### src/core/qdshp_pkg.sv
// Constants, carrier types and states shared by the serial host port design.
package qdshp_pkg;

  // ==========================================================================
  // Frame and channel geometry
  localparam int FRAME_W = 24;
  localparam int CODE_W = 16;
  localparam int CHAN_N = 4;
  localparam int CHAN_SEL_W = 2;
  localparam int RSVD_W = 6;
  localparam int BUF_DEPTH = 2;
  localparam int CNT_W = 5;
  localparam logic [CNT_W-1:0] FRAME_BITS = 5'h18;
  localparam logic [CNT_W-1:0] CNT_SAT = 5'h1F;
  localparam logic [CODE_W-1:0] CODE_ZERO = 16'h0000;
  localparam logic [CODE_W-1:0] CODE_MID = 16'h8000;

  // ==========================================================================
  // Timing
  localparam longint CLK_HZ = 200000000;
  localparam longint SCLK_MAX_HZ = 25000000;
  // Fewest system clocks per serial clock period that the host may use.
  localparam int SCLK_MIN_PERIOD_CYC = int'(CLK_HZ / SCLK_MAX_HZ);

  // ==========================================================================
  // Carriers
  typedef struct packed {
    logic [RSVD_W-1:0] rsvd;
    logic [CHAN_SEL_W-1:0] chan;
    logic [CODE_W-1:0] code;
  } qdshp_frame_t;

  typedef struct packed {
    logic sclk;
    logic frame_n;
    logic serial_data_in;
    logic load_n;
    logic clear;
    logic cfg_mid;
  } qdshp_pins_t;

  localparam qdshp_pins_t PINS_RST = '{sclk: 1'b0, frame_n: 1'b1, serial_data_in: 1'b0, load_n: 1'b1,
                                       clear: 1'b0, cfg_mid: 1'b0};

  typedef enum logic [1:0] {
    QDSHP_IDLE = 2'h1,
    QDSHP_SHIFT = 2'h2
  } qdshp_state_t;

endpackage

### src/core/qdshp_buf.sv
// Small frame buffer with valid and ready on both sides.
`timescale 1ns/1ps
module qdshp_buf #(
  parameter int W = qdshp_pkg::FRAME_W,
  parameter int D = qdshp_pkg::BUF_DEPTH
) (
  input wire logic clk_i,
  input wire logic rst_n_i,
  input wire logic in_valid_i,
  output logic in_ready_o,
  input wire logic [W-1:0] in_data_i,
  output logic out_valid_o,
  input wire logic out_ready_i,
  output logic [W-1:0] out_data_o
);

  localparam int AW = (D > 1) ? $clog2(D) : 1;

  typedef struct packed {
    logic [D-1:0][W-1:0] mem;
    logic [AW-1:0] wp;
    logic [AW-1:0] rp;
    logic [AW:0] cnt;
  } qdshp_buf_st_t;

  qdshp_buf_st_t s_r;
  qdshp_buf_st_t s_nxt;
  logic push;
  logic pop;

  assign in_ready_o = (s_r.cnt != (AW+1)'(D));
  assign out_valid_o = (s_r.cnt != '0);
  assign out_data_o = s_r.mem[s_r.rp];
  assign push = in_valid_i & in_ready_o;
  assign pop = out_valid_o & out_ready_i;

  always_comb
  begin
    s_nxt = s_r;
    if (push)
    begin
      s_nxt.mem[s_r.wp] = in_data_i;
      s_nxt.wp = (s_r.wp == AW'(D-1)) ? '0 : s_r.wp + 1'b1;
    end
    if (pop)
    begin
      s_nxt.rp = (s_r.rp == AW'(D-1)) ? '0 : s_r.rp + 1'b1;
    end
    if (push && !pop)
    begin
      s_nxt.cnt = s_r.cnt + 1'b1;
    end
    else if (pop && !push)
    begin
      s_nxt.cnt = s_r.cnt - 1'b1;
    end
  end

  always_ff @(posedge clk_i or negedge rst_n_i)
  begin
    if (!rst_n_i)
    begin
      s_r <= '0;
    end
    else
    begin
      s_r <= s_nxt;
    end
  end

endmodule

### src/core/qdshp_top.sv
// Serial host port with frame buffer, load control and clear forcing.
`timescale 1ns/1ps
module qdshp_top (
  input wire logic clk_i,
  input wire logic rst_n_i,
  input wire logic sclk_i,
  input wire logic frame_sel_n_i,
  input wire logic serial_data_in_i,
  input wire logic load_update_n_i,
  input wire logic clear_all_outputs_i,
  input wire logic clear_to_mid_i,
  output logic serial_data_out_o,
  output logic serial_data_out_oe_o,
  output logic [qdshp_pkg::CHAN_N-1:0][qdshp_pkg::CODE_W-1:0] chan_code_o,
  output logic update_o,
  output logic host_ready_o,
  output logic frame_error_o,
  output logic overrun_o
);

  typedef struct packed {
    qdshp_pkg::qdshp_pins_t meta;
    qdshp_pkg::qdshp_pins_t sync;
    qdshp_pkg::qdshp_pins_t prev;
    qdshp_pkg::qdshp_state_t st;
    logic [qdshp_pkg::FRAME_W-1:0] shift;
    logic [qdshp_pkg::CNT_W-1:0] cnt;
    logic [qdshp_pkg::FRAME_W-1:0] rdbk;
    logic [qdshp_pkg::FRAME_W-1:0] last;
    logic push;
    logic serial_data_out;
    logic sdo_oe;
    logic [qdshp_pkg::CHAN_N-1:0][qdshp_pkg::CODE_W-1:0] chan;
    logic [qdshp_pkg::CHAN_N-1:0][qdshp_pkg::CODE_W-1:0] code_out;
    logic pend_v;
    qdshp_pkg::qdshp_frame_t pend;
    logic upd;
    logic rdy;
    logic ferr;
    logic ovr;
  } qdshp_top_st_t;

  qdshp_top_st_t s_r;
  qdshp_top_st_t s_nxt;
  qdshp_pkg::qdshp_pins_t pins;
  logic buf_in_ready;
  logic buf_out_valid;
  logic [qdshp_pkg::FRAME_W-1:0] buf_out_data;
  logic sclk_fall;
  logic sclk_rise;
  logic frame_start;
  logic frame_end;

  function automatic logic [qdshp_pkg::CODE_W-1:0] clr_code(input logic mid);
    clr_code = mid ? qdshp_pkg::CODE_MID : qdshp_pkg::CODE_ZERO;
  endfunction

  // ==========================================================================
  // Pin capture and edge detection
  assign pins = '{sclk: sclk_i, frame_n: frame_sel_n_i, serial_data_in: serial_data_in_i,
                  load_n: load_update_n_i, clear: clear_all_outputs_i, cfg_mid: clear_to_mid_i};
  // Edges are taken from the second and third stages, never from the first.
  assign sclk_fall = s_r.prev.sclk & ~s_r.sync.sclk;
  assign sclk_rise = ~s_r.prev.sclk & s_r.sync.sclk;
  assign frame_start = s_r.prev.frame_n & ~s_r.sync.frame_n;
  assign frame_end = ~s_r.prev.frame_n & s_r.sync.frame_n;

  // ==========================================================================
  // Frame buffer between the shifter and the converter register
  qdshp_buf #(
    .W(qdshp_pkg::FRAME_W),
    .D(qdshp_pkg::BUF_DEPTH)
  ) u_buf (
    .clk_i(clk_i),
    .rst_n_i(rst_n_i),
    .in_valid_i(s_r.push),
    .in_ready_o(buf_in_ready),
    .in_data_i(s_r.last),
    .out_valid_o(buf_out_valid),
    .out_ready_i(~s_r.pend_v),
    .out_data_o(buf_out_data)
  );

  // ==========================================================================
  // Next state
  always_comb
  begin
    s_nxt = s_r;
    s_nxt.meta = pins;
    s_nxt.sync = s_r.meta;
    s_nxt.prev = s_r.sync;
    s_nxt.push = 1'b0;
    s_nxt.upd = 1'b0;
    s_nxt.ferr = 1'b0;
    s_nxt.ovr = 1'b0;
    s_nxt.rdy = buf_in_ready;
    case (s_r.st)
      qdshp_pkg::QDSHP_IDLE:
      begin
        s_nxt.sdo_oe = 1'b0;
        if (frame_start)
        begin
          s_nxt.st = qdshp_pkg::QDSHP_SHIFT;
          s_nxt.cnt = '0;
          s_nxt.rdbk = s_r.last;
          s_nxt.serial_data_out = s_r.last[qdshp_pkg::FRAME_W-1];
          s_nxt.sdo_oe = 1'b1;
        end
      end
      qdshp_pkg::QDSHP_SHIFT:
      begin
        if (frame_end)
        begin
          s_nxt.st = qdshp_pkg::QDSHP_IDLE;
          s_nxt.sdo_oe = 1'b0;
          // Frames of the wrong length are dropped whole rather than half applied.
          if (s_r.cnt != qdshp_pkg::FRAME_BITS)
          begin
            s_nxt.ferr = 1'b1;
          end
          else if (buf_in_ready)
          begin
            s_nxt.push = 1'b1;
            s_nxt.last = s_r.shift;
          end
          else
          begin
            s_nxt.ovr = 1'b1;
          end
        end
        else
        begin
          if (sclk_fall)
          begin
            s_nxt.shift = {s_r.shift[qdshp_pkg::FRAME_W-2:0], s_r.sync.serial_data_in};
            if (s_r.cnt != qdshp_pkg::CNT_SAT)
            begin
              s_nxt.cnt = s_r.cnt + 1'b1;
            end
          end
          // A rising edge before the first falling one is an idle-low clock, not a bit boundary.
          if (sclk_rise && s_r.cnt != '0)
          begin
            s_nxt.rdbk = {s_r.rdbk[qdshp_pkg::FRAME_W-2:0], 1'b0};
            s_nxt.serial_data_out = s_r.rdbk[qdshp_pkg::FRAME_W-2];
          end
        end
      end
      default:
      begin
        s_nxt.st = qdshp_pkg::QDSHP_IDLE;
        s_nxt.sdo_oe = 1'b0;
      end
    endcase
    if (buf_out_valid && !s_r.pend_v)
    begin
      s_nxt.pend = buf_out_data;
      s_nxt.pend_v = 1'b1;
    end
    if (s_r.pend_v && !s_r.sync.load_n)
    begin
      s_nxt.chan[s_r.pend.chan] = s_r.pend.code;
      s_nxt.pend_v = 1'b0;
      s_nxt.upd = 1'b1;
    end
    for (int i = 0; i < qdshp_pkg::CHAN_N; i++)
    begin
      s_nxt.code_out[i] = s_r.sync.clear ? clr_code(s_r.sync.cfg_mid) : s_nxt.chan[i];
    end
  end

  always_ff @(posedge clk_i or negedge rst_n_i)
  begin
    if (!rst_n_i)
    begin
      s_r <= '0;
      s_r.meta <= qdshp_pkg::PINS_RST;
      s_r.sync <= qdshp_pkg::PINS_RST;
      s_r.prev <= qdshp_pkg::PINS_RST;
      s_r.st <= qdshp_pkg::QDSHP_IDLE;
    end
    else
    begin
      s_r <= s_nxt;
    end
  end

  assign serial_data_out_o = s_r.serial_data_out;
  assign serial_data_out_oe_o = s_r.sdo_oe;
  assign chan_code_o = s_r.code_out;
  assign update_o = s_r.upd;
  assign host_ready_o = s_r.rdy;
  assign frame_error_o = s_r.ferr;
  assign overrun_o = s_r.ovr;
endmodule

### config.mk
export PLATFORM = sky130hd
export DESIGN_NAME = qdshp_top
export DESIGN_NICKNAME = d
export VERILOG_FILES = /design/src/core/qdshp_pkg.sv /design/src/core/qdshp_buf.sv /design/src/core/qdshp_top.sv
export SDC_FILE = /design/constraint.sdc
export NUM_CORES = 1
export LEC_CHECK = 0
export BUFFER_PORTS_ARGS = -buffer_cell sky130_fd_sc_hd__buf_2
export CORE_MARGIN = 4
export CORE_UTILIZATION = 55
export CTS_CLUSTER_DIAMETER = 60
export DETAILED_ROUTE_END_ITERATION = 10
export GPL_TIMING_DRIVEN = 0
export PLACE_DENSITY = 0.81
export SLEW_MARGIN = 25
export SYNTH_ARGS = -nofsm -noshare
export SYNTH_HDL_FRONTEND = slang
export SYNTH_SLANG_ARGS = --single-unit
### constraint.sdc
create_clock -name clk_i -period 4.8 [get_ports clk_i]
set_input_delay 0.24 -clock clk_i [delete_from_list [all_inputs] [get_ports clk_i]]
set_output_delay 0.24 -clock clk_i [all_outputs]
set_load 0.1 [all_outputs]
After elaboration in Yosys (flattened, before gate mapping)
Index checks and enable logic that the tools add are counted.
{"block": "totals", "register_bits": 304, "word_cells": 143, "out_inout_bits": 70, "in_bits": 8}
{"block": "op_classes", "mux": 45, "n_bitwise": 13, "reduce_logical": 21, "magnitude_cmp": 5, "add_sub_neg": 5, "n_eq_ne": 11}
{"op": "two-way mux 16 bit", "n": 6}
{"op": "two-way mux 24 bit", "n": 4}
{"op": "bitwise mux 64 bit", "n": 1}
{"op": "two-way mux 64 bit", "n": 1}
{"op": "two-way mux 29 bit", "n": 2}
{"op": "case mux 29 bit (2 select lines)", "n": 1}
{"op": "bitwise mux 48 bit", "n": 1}
{"op": "demux 16 bit (select 2 bit)", "n": 1}
{"op": "two-way mux 25 bit", "n": 1}
{"op": "demux 24 bit (select 1 bit)", "n": 1}
{"op": "two-way mux 1 bit", "n": 14}
{"op": "two-way mux 2 bit", "n": 7}
{"op": "inequality test 2 bit (second input constant)", "n": 7}
{"op": "two-way mux 5 bit", "n": 2}
{"op": "inequality test 5 bit (second input constant)", "n": 2}
{"op": "AND reduction 4 bit", "n": 2}
{"op": "nonzero test 2 bit", "n": 4}
{"op": "logical AND 1 bit", "n": 7}
{"op": "inverter 1 bit", "n": 7}
{"op": "bitwise AND 1 bit", "n": 6}
{"op": "adder 5 x 1 -> 5 bit (second input constant)", "n": 1}
{"op": "AND reduction 5 bit", "n": 1}
{"op": "nonzero test 5 bit", "n": 1}
{"op": "zero test 1 bit", "n": 4}
{"op": "13 further kinds", "n": 16}

Depth between registers and ports, before layout
{"block": "logic_depth", "word_depth": 7, "mapped_depth": 7, "depth_no_buf": 7}

By module
Synthesis repeated with hierarchy kept, for this count alone.
{"block": "hier_totals", "hier_cells": 830, "area_unflattened_um2": 12233.0}
{"module": "qdshp_top", "seq_area_each_um2": 6163.4, "instances": 1, "cells_each": 684, "area_each_um2": 9743.1}
{"module": "qdshp_buf", "seq_area_each_um2": 1301.2, "instances": 1, "cells_each": 146, "area_each_um2": 2489.9}

Worst setup path before layout
No wires, ideal clock.
{"block": "synth_timing", "path_kind": "register to register", "from": "register s_r[237] (netlist bit)", "to": "register s_r[164] (netlist bit)", "stages_incl_launch_ff": 8, "setup_ns": 0.127, "synth_period_minus_slack_ns": 1.872, "slack_ns": 2.928, "required_ns": 4.673, "n_path_buf": 3, "t_arrival_ns": 1.744, "cell_sequence": "dfstp_2 -> and2b_1 -> buf_2 -> and2_1 -> and3_1 -> buf_2 -> buf_6 -> mux2_1"}
{"block": "synth_between", "elab_chain_len": 2}
{"element": "start, declared", "line_no": "qdshp_top.sv:43", "text": "qdshp_top_st_t s_r;"}
{"element": "start signal, assigned", "line_no": "qdshp_top.sv:184", "text": "s_r <= s_nxt;"}
{"element": "== test 2 bit", "line_no": "qdshp_top.sv:97", "text": "case (s_r.st)"}
{"element": "AND reduction 4 bit (no line)"}
No other way between the ends.
A chain may end at the register's enable or synchronous reset.

==> flow_summary.json <==
{
  "outcome": "finished, final reports clean",
  "total_power_mw": 4.816,
  "fmax_mhz": 447.7,
  "via_per_inst": 4.993,
  "finalCritPeriodShare_pct": 46.54,
  "holdWs_ns": 0.3149,
  "die_w_um": 151.8,
  "wl_per_cell_um": 15.56,
  "peakVddDrop_v": 0.0002741,
  "arrival_ns": 2.64,
  "n_fill_cell": 1467,
  "cts_made_buffers": 30,
  "synth_area_um2": 11380,
  "grt_max_degree": 100,
  "reg2reg_depth": 5,
  "grt-ovfl-total": 0,
  "rr_endpoint": "chan_code_o[11]$_DFF_PN0_",
  "syn_to_final_growth_pct": 16.15,
  "grtUsageTotal_pct": 17.08,
  "min_from": "s_nxt[245]$_DFF_PN0_",
  "fp.dieH_um": 151.8,
  "rrSetupSlack_ns": 2.57,
  "avgSynthCellArea_um2": 13.98,
  "slew_headroom_pct": 52.56,
  "fin_skew_ns": 0.03029,
  "period_minus_slack_ns": 2.234,
  "hold_depth": 0,
  "mostFrequentLayoutCells": "280 x dfrtp_1, 155 x mux2_2, 93 x nand2_1, 89 x buf_2, 65 x buf_4",
  "antenna_found_initial": 0,
  "hold_viol": 0,
  "criticalPathCategory": "flop to flop",
  "grt_first_pass_wirelength_um": 33180,
  "r2r-start": "s_nxt[241]$_DFF_PN1_",
  "startpoint_type": "flop",
  "hpwl_um": 12670,
  "ys_ff_latch": 286,
  "worstMarginPinSlew_ns": 0.7085,
  "synth_cells": 814,
  "clock_sinks": 286,
  "post-route-util_pct": 65.09,
  "layout_commonest_cell": "dfrtp_1",
  "root_buffer": "clkbuf_16",
  "endpoint_kind": "flop",
  "core_um2": 20300,
  "total_leakage_power_nw": 7.049,
  "drcViolationCount": 0,
  "final_layout_size_suffix_gt1_share_pct": 41.53,
  "seq_area_um2": 7164,
  "synth_warnings": 0,
  "drtIter0Drc": 318,
  "io_buffers": 77,
  "power_density_nw_per_um2": 364.5,
  "synthesis.nets": 826,
  "pin_count": 78,
  "stdcell_count": 1226,
  "multi_input_area_um2": 3491,
  "ant_nets": 0,
  "initial_core_util_pct": 56.04,
  "htreeDepth": 1,
  "drt_wl_total_um": 19080,
  "num_rows": 52,
  "final_cell_area_um2": 13210,
  "hp-class": "flop to flop",
  "grt_pass1_vias": 6617,
  "dp.cells": 1163,
  "setup_viol": 0,
  "synth_cell_types": 42,
  "cts_tree": "built",
  "yosysSeqAreaShare_pct": 62.98,
  "cap_violations": 0,
  "nets": 944,
  "critical_path_required_ns": 5.21,
  "setup_tns_ns": 0,
  "worst_hold_path.endpoint": "s_nxt[239]$_DFF_PN0_",
  "slew_viol_final": 0,
  "fp.dieArea_um2": 23050,
  "grt_setup_unrepaired": "false",
  "dpl_cell_area_um2": 12160,
  "diodes": 0,
  "insertion_delay_ns": 0.55,
  "dp_slack_ns": 2.521,
  "cts_buffer_depth": 3,
  "path_clk_slew_ns": 0.06,
  "dr_total_vias": 6121,
  "crit_fanout": 10,
  "setup_ws_ns": 2.566,
  "gp_congestion": 0.7666,
  "drt-pass1-iter-count": 4,
  "post-cts-setup-buffers": 0
}
-- cells by family (layout without fill, tap and decap cells) --
kind of cell	count (synthesis)	after routing	synth area share (%)
flops	286	286	62.98
mux	199	199	20.12
simple gates	189	189	8.491
buf+inv	106	248	6.335
compound gates	25	25	1.254
xor+xnor	5	5	0.3850
fa+ha+maj	4	4	0.4400
-- registers in the layout (all words and copies together), names as in the netlist --
name,flops
update_o,1
overrun_o,1
serial_data_out_o,1
frame_error_o,1
s_nxt,12
u_buf.s_r,40
s_r,164
host_ready_o,1
chan_code_o,64
serial_data_out_oe_o,1
-- synthesized netlist by cell type --
cell type  number  area [um2]
inv_1           7       26.28
o41ai_1         1       8.760
xor2_1          2       17.52
and3b_1         2       17.52
or2b_1          1       7.510
nand3b_1        2       15.01
or4_4           1       11.26
nand4b_1        1       8.760
nand4bb_1       1       11.26
and2b_1         2       15.01
nor2_2          1       6.260
buf_12          2       40.04
ha_1            4       50.05
nor3b_2         1       12.51
a21oi_1         2       10.01
mux2_4         20       300.3
nand2b_1        2       12.51
and3_1          3       18.77
o21bai_1        1       7.510
dfstp_2         6       157.7
nor2_1          7       26.28
xnor2_1         3       26.28
clkbuf_1       12       45.04
nor2b_1        63       394.1
nand2_1        93       349.1
dfrtp_1       280        7007
mux2i_1        22       220.2
or4b_1          1       10.01
and2_1          1       6.260
nor3b_1         1       7.510
o211a_1         1       10.01
buf_2          13       65.06
buf_4          65       488.0
o21ai_0        19       95.09
nand3_1         4       20.02
mux2_1          2       22.52
and4b_1         1       10.01
mux2_2        155        1745
a21boi_2        1       11.26
buf_1           3       11.26
nand4_1         1       6.260
buf_6           4       45.04
-- report_power, final --
part / internal, mW / switching, mW / total, mW
logic: 0.0459 / 0.107 / 0.153
clock network: 1.32 / 0.903 / 2.23
registers: 2.43 / 0.00875 / 2.44
-- layout make-up --
type	instances	share of cell area, %
repair buffers	86	3.939
inverters	7	0.1989
well taps	270	2.557
clock inverters	15	1.108
plain buffers	99	5.256
multi-input cells	422	26.42
clock buffers	41	6.297
flip-flops and latches	286	54.22
-- critical path, cell delays in order (launching register included) --
cell	delay, ns
dfstp_2	0.36
and2b_1	0.26
nor3b_2	0.62
buf_4	0.33
mux2_2	0.36
nor2b_1	0.14
-- worst max path at each step --
stage / startpoint / endpoint / slack (ns) / depth (start not counted)
after floorplan: s_r[237]$_DFFE_PN1P_ / s_r[164]$_DFFE_PN0P_ / 2.93 / 7
after global placement: rst_n_i / s_r[208]$_DFFE_PN0P_ / -1.45 / 1
after detailed placement: s_nxt[241]$_DFF_PN1_ / chan_code_o[12]$_DFF_PN0_ / 2.52 / 5
after CTS: s_nxt[241]$_DFF_PN1_ / chan_code_o[12]$_DFF_PN0_ / 2.50 / 5
after global routing: s_nxt[241]$_DFF_PN1_ / chan_code_o[6]$_DFF_PN0_ / 2.47 / 5
final: s_nxt[241]$_DFF_PN1_ / chan_code_o[11]$_DFF_PN0_ / 2.57 / 5
-- layer usage --
metal | GRT usage, % | share of wire, % | up-vias
met2 | 29.00 | 49 | 114
met3 | 2.986 | 3.7 | 36
met5 | 0 | 0 | -
met4 | 4.880 | 2.3 | 0
met1 | 22.92 | 45 | 3074
li1 | - | - | 2897
-- timing repair --
item                                    4_1_cts  5_1_grt
endpoints found under the setup margin        0        0
gates resized for setup                       0        0
hold endpoints to repair                    102        0
hold buffers                                  7        0
Power figures use the tool's default switching activity.
